$ cat config.mk
export PLATFORM = sky130hd
export DESIGN_NAME = gov_cmd_logic
export DESIGN_NICKNAME = d
export VERILOG_FILES = /design/src/pkg/gov_cmd_pkg.sv /design/src/logic/gov_cmd_logic.sv /design/src/logic/contact_debounce.sv
export SDC_FILE = /design/constraint.sdc
export NUM_CORES = 2
export LEC_CHECK = 0
export BUFFER_PORTS_ARGS = -buffer_cell sky130_fd_sc_hd__buf_2
export CAP_MARGIN = 10
export CORE_UTILIZATION = 50
export CTS_CLUSTER_SIZE = 14
export DETAILED_ROUTE_END_ITERATION = 8
export GPL_ROUTABILITY_DRIVEN = 0
export PLACE_DENSITY = 0.68
export SYNTH_ARGS = -nofsm -noshare
export SYNTH_HDL_FRONTEND = slang
export SYNTH_SLANG_ARGS = --single-unit
$ cat constraint.sdc
create_clock -name clk_in -period 157.4 [get_ports clk_in]
set_input_delay 15.74 -clock clk_in [delete_from_list [all_inputs] [get_ports clk_in]]
set_output_delay 15.74 -clock clk_in [all_outputs]
set_load 0.01 [all_outputs]
$ cat src/pkg/gov_cmd_pkg.sv
// Constants, timing and types for the governor discrete command logic.
// Assumes a single 125 MHz clock; all times are converted to cycles here.
package gov_cmd_pkg;

   // ----------------------------------------------------------------
   // Clock and times
   // ----------------------------------------------------------------
   localparam int CLK_MHZ = 125;
   localparam int DEBOUNCE_US = 5000;
   localparam int GATE_US = 100000;
   localparam int LOSS_US = 500000;
   localparam int TICK_US = 10000;
   localparam int DIAG_US = 1000;
   localparam int DEBOUNCE_CYC = DEBOUNCE_US * CLK_MHZ;
   localparam int GATE_CYC = GATE_US * CLK_MHZ;
   localparam int LOSS_CYC = LOSS_US * CLK_MHZ;
   localparam int TICK_CYC = TICK_US * CLK_MHZ;
   localparam int DIAG_CYC = DIAG_US * CLK_MHZ;

   // ----------------------------------------------------------------
   // Widths, scaling and reset values
   // ----------------------------------------------------------------
   localparam int SPD_W = 16;
   localparam int CNT_W = 32;
   localparam int NUM_CONTACTS = 6;
   // Pulses per gate times this, over the tooth count, gives rpm
   localparam int RPM_SCALE = 60000000 / GATE_US;
   localparam logic [SPD_W-1:0] SPD_MAX = 16'hffff;
   localparam logic [SPD_W-1:0] REF_RST = 16'h0000;

   // Contact positions in the debounced vector
   localparam int CT_RUN = 0;
   localparam int CT_RATED = 1;
   localparam int CT_LOWER = 2;
   localparam int CT_RAISE = 3;
   localparam int CT_DYN = 4;
   localparam int CT_OVR = 5;

   typedef enum logic {REF_HOLD, REF_RAMP} ref_mode_t;

endpackage : gov_cmd_pkg

$ cat src/logic/gov_cmd_logic.sv
// Governor command logic: contacts, speed pickup, reference and fuel limit.
// Assumes setpoints arrive on clk_in from configuration logic; contacts and
// the pickup are asynchronous pins.
`timescale 1ns/1ps
module gov_cmd_logic #(
   parameter int unsigned DEBOUNCE_CYCLES = gov_cmd_pkg::DEBOUNCE_CYC,
   parameter int unsigned GATE_CYCLES = gov_cmd_pkg::GATE_CYC,
   parameter int unsigned LOSS_CYCLES = gov_cmd_pkg::LOSS_CYC,
   parameter int unsigned TICK_CYCLES = gov_cmd_pkg::TICK_CYC,
   parameter int unsigned DIAG_CYCLES = gov_cmd_pkg::DIAG_CYC
) (
   // Clock and reset
   input wire logic clk_in,
   input wire logic rst_b_in,
   // Contact pins
   input wire logic run_permit_in,
   input wire logic idle_rated_in,
   input wire logic lower_in,
   input wire logic raise_in,
   input wire logic dyn_select_in,
   input wire logic speed_ovr_in,
   // Speed pickup pin
   input wire logic pickup_in,
   // Setpoints
   input wire logic [gov_cmd_pkg::SPD_W-1:0] rated_sp_in,
   input wire logic [gov_cmd_pkg::SPD_W-1:0] idle_sp_in,
   input wire logic [gov_cmd_pkg::SPD_W-1:0] remote_ref_in,
   input wire logic [gov_cmd_pkg::SPD_W-1:0] raise_rate_in,
   input wire logic [gov_cmd_pkg::SPD_W-1:0] lower_rate_in,
   input wire logic [gov_cmd_pkg::SPD_W-1:0] ramp_rate_in,
   input wire logic [gov_cmd_pkg::SPD_W-1:0] teeth_in,
   input wire logic [gov_cmd_pkg::SPD_W-1:0] start_fuel_lim_in,
   input wire logic [gov_cmd_pkg::SPD_W-1:0] max_fuel_lim_in,
   input wire logic [gov_cmd_pkg::SPD_W-1:0] torque_lim_in,
   input wire logic torque_sel_in,
   // Actuator side
   output logic act_enable_out,
   output logic min_fuel_out,
   output logic [gov_cmd_pkg::SPD_W-1:0] fuel_limit_out,
   output logic [gov_cmd_pkg::SPD_W-1:0] speed_ref_out,
   // Status
   output logic dyn_set_out,
   output logic remote_mode_out,
   output logic ramp_active_out,
   output logic idle_clamped_out,
   output logic [gov_cmd_pkg::SPD_W-1:0] rpm_out,
   output logic speed_lost_out,
   output logic diag_done_out,
   output logic diag_fail_out
);
   import gov_cmd_pkg::*;

   // ----------------------------------------------------------------
   // Arithmetic helpers
   // ----------------------------------------------------------------
   function automatic logic [SPD_W-1:0] sat_add(input logic [SPD_W-1:0] a,
                                                input logic [SPD_W-1:0] b);
      logic [SPD_W:0] sum;
      sum = {1'b0, a} + {1'b0, b};
      return sum[SPD_W] ? SPD_MAX : sum[SPD_W-1:0];
   endfunction : sat_add

   function automatic logic [SPD_W-1:0] sat_sub(input logic [SPD_W-1:0] a,
                                                input logic [SPD_W-1:0] b);
      return (a > b) ? SPD_W'(a - b) : '0;
   endfunction : sat_sub

   // One ramp step from cur toward tgt, never overshooting
   function automatic logic [SPD_W-1:0] step_toward(input logic [SPD_W-1:0] cur,
                                                    input logic [SPD_W-1:0] tgt,
                                                    input logic [SPD_W-1:0] rate);
      if (cur < tgt) begin
         return (SPD_W'(tgt - cur) <= rate) ? tgt : SPD_W'(cur + rate);
      end
      return (SPD_W'(cur - tgt) <= rate) ? tgt : SPD_W'(cur - rate);
   endfunction : step_toward

   function automatic logic [SPD_W-1:0] rpm_calc(input logic [SPD_W-1:0] pulses,
                                                 input logic [SPD_W-1:0] teeth);
      logic [CNT_W-1:0] prod;
      logic [CNT_W-1:0] quo;
      prod = CNT_W'(pulses) * CNT_W'(RPM_SCALE);
      quo = (teeth == '0) ? '0 : prod / CNT_W'(teeth);
      return (quo > CNT_W'(SPD_MAX)) ? SPD_MAX : quo[SPD_W-1:0];
   endfunction : rpm_calc

   // ----------------------------------------------------------------
   // Contact conditioning
   // ----------------------------------------------------------------
   logic [NUM_CONTACTS-1:0] raw_ct;
   logic [NUM_CONTACTS-1:0] db_ct;

   assign raw_ct = {speed_ovr_in, dyn_select_in, raise_in, lower_in, idle_rated_in,
                    run_permit_in};

   for (genvar i = 0; i < NUM_CONTACTS; i++) begin : g_db
      contact_debounce #(
         .STABLE_CYC(DEBOUNCE_CYCLES)
      ) u_db (
         .clk_in(clk_in),
         .rst_b_in(rst_b_in),
         .raw_in(raw_ct[i]),
         .level_out(db_ct[i])
      );
   end

   logic run_db;
   logic rated_db;
   logic lower_db;
   logic raise_db;
   logic ovr_db;
   logic remote_req;
   logic [SPD_W-1:0] idle_eff;
   logic [SPD_W-1:0] rated_lim;
   logic [SPD_W-1:0] ramp_tgt;

   assign run_db = db_ct[CT_RUN];
   assign rated_db = db_ct[CT_RATED];
   assign lower_db = db_ct[CT_LOWER];
   assign raise_db = db_ct[CT_RAISE];
   assign ovr_db = db_ct[CT_OVR];
   assign remote_req = raise_db && lower_db;
   // Idle can never sit above rated
   assign idle_eff = (idle_sp_in > rated_sp_in) ? rated_sp_in : idle_sp_in;
   assign rated_lim = torque_sel_in ? torque_lim_in : max_fuel_lim_in;
   // Remote value replaces rated only while remote mode is held
   assign ramp_tgt = !rated_db ? idle_eff : (remote_req ? remote_ref_in : rated_sp_in);

   // ----------------------------------------------------------------
   // State
   // ----------------------------------------------------------------
   typedef struct packed {
      logic sp1;
      logic sp2;
      logic sp3;
      logic [CNT_W-1:0] gate_cnt;
      logic [SPD_W-1:0] pulse_cnt;
      logic [CNT_W-1:0] loss_cnt;
      logic lost;
      logic [SPD_W-1:0] rpm;
      logic [CNT_W-1:0] tick_cnt;
      logic [CNT_W-1:0] diag_cnt;
      logic diag_done;
      logic diag_fail;
      logic rated_prev;
      ref_mode_t mode;
      logic ramp;
      logic [SPD_W-1:0] spd_ref;
      logic [SPD_W-1:0] fuel;
      logic act_en;
      logic min_fuel;
      logic dyn;
      logic remote;
      logic clamped;
   } gov_state_t;

   gov_state_t s_q;
   gov_state_t s_d;
   logic pulse_edge;
   logic tick;

   assign pulse_edge = s_q.sp2 && !s_q.sp3;
   assign tick = (s_q.tick_cnt >= CNT_W'(TICK_CYCLES - 1));

   // ----------------------------------------------------------------
   // Next state
   // ----------------------------------------------------------------
   always_comb begin
      s_d = s_q;
      // Pickup: the first flop feeds only the second
      s_d.sp1 = pickup_in;
      s_d.sp2 = s_q.sp1;
      s_d.sp3 = s_q.sp2;

      // Frequency gate; the rpm figure updates once per gate
      if (s_q.gate_cnt >= CNT_W'(GATE_CYCLES - 1)) begin
         s_d.gate_cnt = '0;
         s_d.rpm = rpm_calc(s_q.pulse_cnt, teeth_in);
         s_d.pulse_cnt = pulse_edge ? SPD_W'(1) : '0;
      end else begin
         s_d.gate_cnt = s_q.gate_cnt + 1'b1;
         if (pulse_edge && s_q.pulse_cnt != SPD_MAX) begin
            s_d.pulse_cnt = s_q.pulse_cnt + 1'b1;
         end
      end

      // Loss detector: no pulse for a whole loss interval
      if (pulse_edge) begin
         s_d.loss_cnt = '0;
         s_d.lost = 1'b0;
      end else if (s_q.loss_cnt >= CNT_W'(LOSS_CYCLES - 1)) begin
         s_d.lost = 1'b1;
      end else begin
         s_d.loss_cnt = s_q.loss_cnt + 1'b1;
      end

      // Power-up check of configuration, then latched verdict
      if (!s_q.diag_done) begin
         if (s_q.diag_cnt >= CNT_W'(DIAG_CYCLES - 1)) begin
            s_d.diag_done = 1'b1;
            s_d.diag_fail = (teeth_in == '0) || (start_fuel_lim_in > max_fuel_lim_in);
         end else begin
            s_d.diag_cnt = s_q.diag_cnt + 1'b1;
         end
      end

      // Reference stepping clock
      s_d.tick_cnt = tick ? '0 : s_q.tick_cnt + 1'b1;

      // Speed reference; contact edge restarts a ramp, manual contacts win
      s_d.rated_prev = rated_db;
      if (rated_db != s_q.rated_prev) begin
         s_d.mode = REF_RAMP;
      end
      if (remote_req) begin
         s_d.mode = REF_HOLD;
         if (tick) begin
            s_d.spd_ref = step_toward(s_q.spd_ref, ramp_tgt, ramp_rate_in);
         end
      end else if (raise_db || lower_db) begin
         s_d.mode = REF_HOLD;
         if (tick && raise_db) begin
            s_d.spd_ref = sat_add(s_q.spd_ref, raise_rate_in);
         end else if (tick) begin
            s_d.spd_ref = sat_sub(s_q.spd_ref, lower_rate_in);
         end
      end else if (s_q.mode == REF_RAMP && tick) begin
         s_d.spd_ref = step_toward(s_q.spd_ref, ramp_tgt, ramp_rate_in);
         if (s_d.spd_ref == ramp_tgt) begin
            s_d.mode = REF_HOLD;
         end
      end
      s_d.ramp = (s_d.mode == REF_RAMP);

      // Limiter follows the rated contact and torque_sel_in, never the remote selection
      s_d.fuel = rated_db ? rated_lim : start_fuel_lim_in;

      // Actuator permission
      s_d.act_en = run_db && s_q.diag_done && !s_q.diag_fail
                   && !(s_q.lost && !ovr_db);
      s_d.min_fuel = !s_d.act_en;
      s_d.dyn = db_ct[CT_DYN];
      s_d.remote = remote_req;
      s_d.clamped = (idle_sp_in > rated_sp_in);
   end

   // State register; pickup counts as lost until the first pulses arrive
   always_ff @(posedge clk_in or negedge rst_b_in) begin
      if (!rst_b_in) begin
         s_q <= '0;
         s_q.lost <= 1'b1;
         s_q.mode <= REF_RAMP;
         s_q.ramp <= 1'b1;
         s_q.spd_ref <= REF_RST;
         s_q.min_fuel <= 1'b1;
      end else begin
         s_q <= s_d;
      end
   end

   // ----------------------------------------------------------------
   // Outputs
   // ----------------------------------------------------------------
   assign act_enable_out = s_q.act_en;
   assign min_fuel_out = s_q.min_fuel;
   assign fuel_limit_out = s_q.fuel;
   assign speed_ref_out = s_q.spd_ref;
   assign dyn_set_out = s_q.dyn;
   assign remote_mode_out = s_q.remote;
   assign ramp_active_out = s_q.ramp;
   assign idle_clamped_out = s_q.clamped;
   assign rpm_out = s_q.rpm;
   assign speed_lost_out = s_q.lost;
   assign diag_done_out = s_q.diag_done;
   assign diag_fail_out = s_q.diag_fail;
endmodule : gov_cmd_logic

$ cat src/logic/contact_debounce.sv
// Two-flop synchroniser and stability filter for one switch contact.
// Assumes the raw contact is asynchronous to clk_in.
`timescale 1ns/1ps
module contact_debounce #(
   parameter int unsigned STABLE_CYC = gov_cmd_pkg::DEBOUNCE_CYC
) (
   // Clock and reset
   input wire logic clk_in,
   input wire logic rst_b_in,
   // Contact
   input wire logic raw_in,
   output logic level_out
);
   import gov_cmd_pkg::*;

   typedef struct packed {
      logic s1;
      logic s2;
      logic level;
      logic [CNT_W-1:0] cnt;
   } db_state_t;

   db_state_t s_q;
   db_state_t s_d;

   // ----------------------------------------------------------------
   // Filter: level follows only after a full stable interval
   // ----------------------------------------------------------------
   always_comb begin
      s_d = s_q;
      s_d.s1 = raw_in;
      s_d.s2 = s_q.s1;
      if (s_q.s2 == s_q.level) begin
         s_d.cnt = '0;
      end else if (s_q.cnt >= CNT_W'(STABLE_CYC - 1)) begin
         s_d.level = s_q.s2;
         s_d.cnt = '0;
      end else begin
         s_d.cnt = s_q.cnt + 1'b1; // Bounce restarts the count
      end
   end

   // State register
   always_ff @(posedge clk_in or negedge rst_b_in) begin
      if (!rst_b_in) begin
         s_q <= '0;
      end else begin
         s_q <= s_d;
      end
   end

   assign level_out = s_q.level;

endmodule : contact_debounce

-- Word level (Yosys, flattened, before mapping)
Index checks and enable logic that the tools add are counted.
- bits in registers: 415
- output and inout bits: 57
- logic and storage cells: 185
- input bits: 170
- bitwise operators: 8
- $mul: 1
- magnitude comparators: 17
- multiplexer cells: 55
- divide/modulo/power cells: 1
- $add $sub $neg: 17
- eq/ne operators: 12
- reduce and logical (&&, ||, !) cells: 29
- operators by type and width (cell ; count):
    2-to-1 mux 32 bit ; 15
    2-to-1 mux 16 bit ; 23
    adder 32 x 1 -> 32 bit (second input constant) ; 10
    >= comparator 32 x 20 -> 1 bit (second input constant) ; 6
    subtractor 16 bit ; 4
    greater-than comparator 16 bit ; 3
    2-to-1 mux 48 bit ; 1
    2-to-1 mux 33 bit ; 1
    divider 26 x 16 -> 32 bit ; 1
    >= comparator 32 x 17 -> 1 bit (second input constant) ; 1
    >= comparator 32 x 21 -> 1 bit (second input constant) ; 1
    >= comparator 32 x 24 -> 1 bit (second input constant) ; 1
    >= comparator 32 x 26 -> 1 bit (second input constant) ; 1
    greater-than comparator 32 x 16 -> 1 bit (second input constant) ; 1
    <= comparator 16 bit ; 2
    multiplier 16 x 7 -> 23 bit (second input constant) ; 1
    adder 16 x 16 -> 17 bit ; 1
    adder 16 x 1 -> 16 bit (second input constant) ; 1
    adder 16 bit ; 1
    equality test 16 bit ; 1
    zero test 16 bit ; 1
    < comparator 16 bit ; 1
    inequality test 16 bit (second input constant) ; 1
    AND reduction 2 bit ; 8
    other kinds (14) ; 53

-- Logic depth before layout (Yosys ltp)
- depth after elaboration: 17
- mapped depth: 465

-- Cells and area by module
Synthesis repeated with hierarchy kept, for this count alone.
- cells, all modules: 6063
- area total of the unflattened synthesis: 48855.6 um2
- modules (own cells, without submodules) (module ; seq. area each (um2) ; cells an instance ; instances ; area an instance (um2)):
    gov_cmd_logic ; 5133.7 ; 5283 ; 1 ; 40139.7
    contact_debounce ; 875.8 ; 130 ; 6 ; 1452.6

-- Least setup slack after synthesis
OpenSTA, ideal clock, no wires.
- path kind: input to register
- from: in teeth_in[0] (netlist bit)
- to: reg s_q, in the netlist rpm_out[0]
- path buffers: 45
- setup time: 136 ps
- arrival time: 100240 ps
- slack: 57024 ps
- data required time: 157264 ps
- cell stages on the path: 428
- path through: inv_1 -> ha_1 -> o21a_1 -> o22ai_1 -> nor4b_1 -> or2_2 -> ha_1 -> nor3_1 -> a2111oi_2 -> or4b_2 -> a21oi_1 -> ha_1 -> a21oi_1 -> a21o_1 -> nand2_1 -> o41ai_1 -> nand3_1 -> inv_1 -> [392 not listed] -> o21ai_0 -> nand2b_1 -> nor2_1 -> nand3_1 -> nor4_2 -> buf_4 -> mux2i_1 -> o21ai_1 -> ha_1 -> nor2b_1 -> o21ai_0 -> a21oi_1 -> a221o_1 -> a21oi_1 -> o2111a_1 -> o211ai_1 -> a2111oi_0 -> a31oi_1
- longest elaborated chain between the ends: 4
- elaborated cells between the ends (all ways): 5
- RTL lines (element ; line ; RTL):
    start, declared ; gov_cmd_logic.sv:31 ; input wire logic [gov_cmd_pkg::SPD_W-1:0] teeth_in,
    divider 26 x 16 -> 32 bit / zero test 16 bit (equally long branches) ; gov_cmd_logic.sv:83 ; quo = (teeth == '0) ? '0 : prod / CNT_W'(teeth);
    2-to-1 mux 32 bit (*) ; gov_cmd_logic.sv:83 ;
    greater-than comparator 32 x 16 -> 1 bit ; gov_cmd_logic.sv:84 ; return (quo > CNT_W'(SPD_MAX)) ? SPD_MAX : quo[SPD_W-1:0];
    2-to-1 mux 16 bit (*) ; gov_cmd_logic.sv:84 ;
    end, declared ; gov_cmd_logic.sv:157 ; gov_state_t s_q;
Every way passes the cells marked *; elsewhere a longest branch is shown, timed or not.
A chain may end at the register's enable or synchronous reset.

-- Worst setup path after layout
Ends and elaborated chain as after synthesis.

==> results by group <==
Finish
  • Most frequent cells in the layout: 669 x nor2_1, 617 x ha_1, 451 x a21oi_1, 451 x nand2_1, 412 x dfrtp_1
  • Final Non-Filler Cells: 7607
  • Commonest non-fill, non-tap cell in the layout: nor2_1
  • Area growth syn-to-layout: 8.561%
  • Area of the multi-input gates: around 37000 sq um
  • Layout cells sized above 1: under 10%
  • Nets: approximately 7100
  • Register area: roughly 10000 sq um
  • # fillers: approximately 9000

Critical path
  • Crit path to: rpm_out[0]$_DFFE_PN0N_
  • Cells on worst reg2reg path: slightly below 400
  • Setup crit start kind: primary input
  • Top Family by Delay on Critical Path: compound AO/OA/AOI/OAI gates
  • Critical Path Stages: about 400
  • Largest stage delay, worst path: roughly 890 ps
  • Worst EP arrival: roughly 110000 ps
  • CP Data Required Time: 157890 ps
  • Critical Path Start: teeth_in[0]
  • Reg2Reg Setup Slack: approximately 65000 ps
  • Setup CP Type: primary input to flop
  • Buf/Inv on CP: 20
  • Crit-path max FO: 34
  • Slowest cell on crit path: a21oi_1
  • Crit path capture type: flop
  • Crit Reg-Reg Endpoint: rpm_out[0]$_DFFE_PN0N_
  • Most common cell on crit path: o21a_1
  • Worst r2r src: s_q[159]$_DFFE_PN0P_

Global routing
  • First-pass GRT wire length: 218.9 mm
  • Total Routing Usage GR: approximately 27%
  • Gr ovfl total: 0
  • Initial antenna violation count: 1
  • Vias in the first global route: roughly 43000
  • Pin count of the biggest net entering global routing: between 150 and 200

Drt
  • Top layer in use: met4
  • Post-route ant nets: 0
  • Post-route met1 wirelength: between 60 and 70 mm
  • WL per Instance: roughly 18 microns
  • Total Wirelength: between 100 and 150 mm
  • Met2 routed WL: slightly above 60 mm
  • DR pass1 iterations: 6
  • Starting DRC count in detailed routing: approximately 3100
  • DRC viols: 0
  • DR WL met3: a little over 8 mm
  • Vias: roughly 45000
  • Vias per cell: 5.911

STA
  • RSZ-0062 raised after global routing: false
  • Slew Limit Fails: 0
  • Measured slew at the worst slew-check pin: roughly 1200 ps
  • Skew final: 60.35 ps
  • Period utilisation layout: between 60% and 70%
  • Final setup viols: 0
  • Setup TNS Final: 0 ps
  • Relative slew slack: between 10% and 20%
  • Max Clock Freq: between 9 and 10 MHz
  • Final Hold Fails: 0
  • Period minus WS final: between 100000 and 150000 ps

Run status
  • Status: completed

Synthesis
  • Syn Inst Count: 6080
  • Yosys Warn Count: 0
  • Seq cells post-synth: approximately 420
  • Post-synth top area share: between 20% and 30%
  • Yosys top cell by area: dfrtp_1
  • Dominant synthesized flop cell: dfrtp_1
  • Synthesized area: ~49000 sq um
  • Sequential cell area fraction in the yosys report: about a fifth
  • Post-synth cell types: 124
  • Fraction of registers with async set/reset: 100.0%
  • Number of flops mapped to enable cells by yosys: 0
  • Largest cells by area after synthesis: dfrtp_1 21%, ha_1 16%, nor2_1 5.2%
  • Mapped Avg Cell Area: between 8 and 9 sq um

Clock network
  • Hold-fix buffers at CTS: 0
  • Post-CTS Resized: 0
  • CTS clk-pin slew, worst paths: ~70 ps
  • H-tree depth: 2
  • TritonCTS clock tree: yes
  • Clock sink total: a little over 400
  • Clk buf depth: 3
  • Clk_lat worst skew: roughly 620 ps
  • Number of clock buffers inserted by TritonCTS: between 40 and 50
  • Clock root cell: clkbuf_16
  • Post-CTS setup buffer count: 0

Job
  • Max-cap violations: 0

Min path
  • Worst hold path class: flop to flop

Floorplanning
  • Die H: between 300 and 400 microns
  • Core ar.: 96570 sq um
  • Die X: ~310 microns
  • Die area: between 90000 and 100000 sq um
  • Starting Density: 50.43%
  • Number of placement rows: ~110
  • IO Pins: approximately 230

Placed design
  • Port-buffer cells: approximately 230
  • Placed wire-length estimate: around 100 mm
  • Placed Cells: around 7500
[how the worst min path moves through the flow]
| stage | startpoint | endpoint | slack [ps] | depth (start not counted) |
|---|---|---|---|---|
| 2_1_floorplan | g_db[0].u_db.s_d[33]$_DFF_PN0_ | g_db[0].u_db.s_q[33]$_DFF_PN0_ | 330 | 0 |
| 3_3_place_gp | g_db[1].u_db.s_d[33]$_DFF_PN0_ | g_db[1].u_db.s_q[33]$_DFF_PN0_ | 340 | 0 |
| 3_5_place_dp | g_db[5].u_db.s_d[33]$_DFF_PN0_ | g_db[5].u_db.s_q[33]$_DFF_PN0_ | 340 | 0 |
| 4_1_cts | g_db[4].u_db.s_d[33]$_DFF_PN0_ | g_db[4].u_db.s_q[33]$_DFF_PN0_ | 350 | 0 |
| 5_1_grt | g_db[2].u_db.s_d[33]$_DFF_PN0_ | g_db[2].u_db.s_q[33]$_DFF_PN0_ | 360 | 0 |
| 6_report | g_db[4].u_db.s_d[33]$_DFF_PN0_ | g_db[4].u_db.s_q[33]$_DFF_PN0_ | 350 | 0 |
[per-stage QoR]
step | cell area, sq um | utilization (%) | worst slack [ps] | hold WS [ps]
after floorplan | 49060 | - | 57020 | 331.2
after global placement | 51250 | 53.07 | 52680 | 335.3
after detailed placement | 51250 | 53.07 | 50360 | 336.4
after CTS | 52860 | 54.74 | 50600 | 349.7
after global routing | 52860 | 54.74 | 41470 | 355.1
final | 52860 | 54.74 | 49020 | 345.8
[flip-flops by register name, indices dropped and copies added, names as in the netlist]
signal,flops
act_enable_out,1
diag_done_out,1
diag_fail_out,1
dyn_set_out,1
fuel_limit_out,16
g_db.u_db.level_out,6
g_db.u_db.s_d,6
g_db.u_db.s_q,198
idle_clamped_out,1
min_fuel_out,1
ramp_active_out,1
remote_mode_out,1
rpm_out,16
s_d,2
s_q,146
speed_lost_out,1
speed_ref_out,16
[area by class of cell]
class                           instances  area share, %
Antenna cell                            1       0.004734
Clock buffer                           66          2.587
Timing Repair Buffer                  277          2.906
Tap cell                             1276          3.020
Multi-Input combinational cell       5233          69.07
Clock inverter                         15         0.4615
Inverter                              324          2.301
Sequential cell                       415          19.65
[cell usage after synthesis, drive strengths merged, types with 90 or more instances]
library cell	n
nor3	243
nor2	672
nand3	182
mux2	90
dfrtp	412
nand4	108
nand2	452
o21ai	298
clkbuf	125
ha	617
o21a	194
a21oi	456
o31ai	97
a21o	143
xor2	202
inv	324
xnor2	263
[cell families after synthesis]
family / after synthesis / synth area share (%)
multiplexers: 155 / 3.448
other: 1 / 0.007701
AO/OA/AOI/OAI: 1693 / 23.36
AND/OR/NAND/NOR: 2176 / 21.85
XOR/XNOR: 465 / 8.364
flip-flops: 415 / 21.33
adder cells (fa/ha/maj): 647 / 17.09
buffers and inverters: 528 / 4.550
[metal layers]
metal	up-vias	global-route usage (%)
met5	-	0
met4	0	9.967
met3	269	2.945
met2	1389	43.97
met1	20840	36.63
li1	22470	-
Power is not shown: default switching activity piles up to over one toggle a cycle in this logic, so the estimate is an artifact.
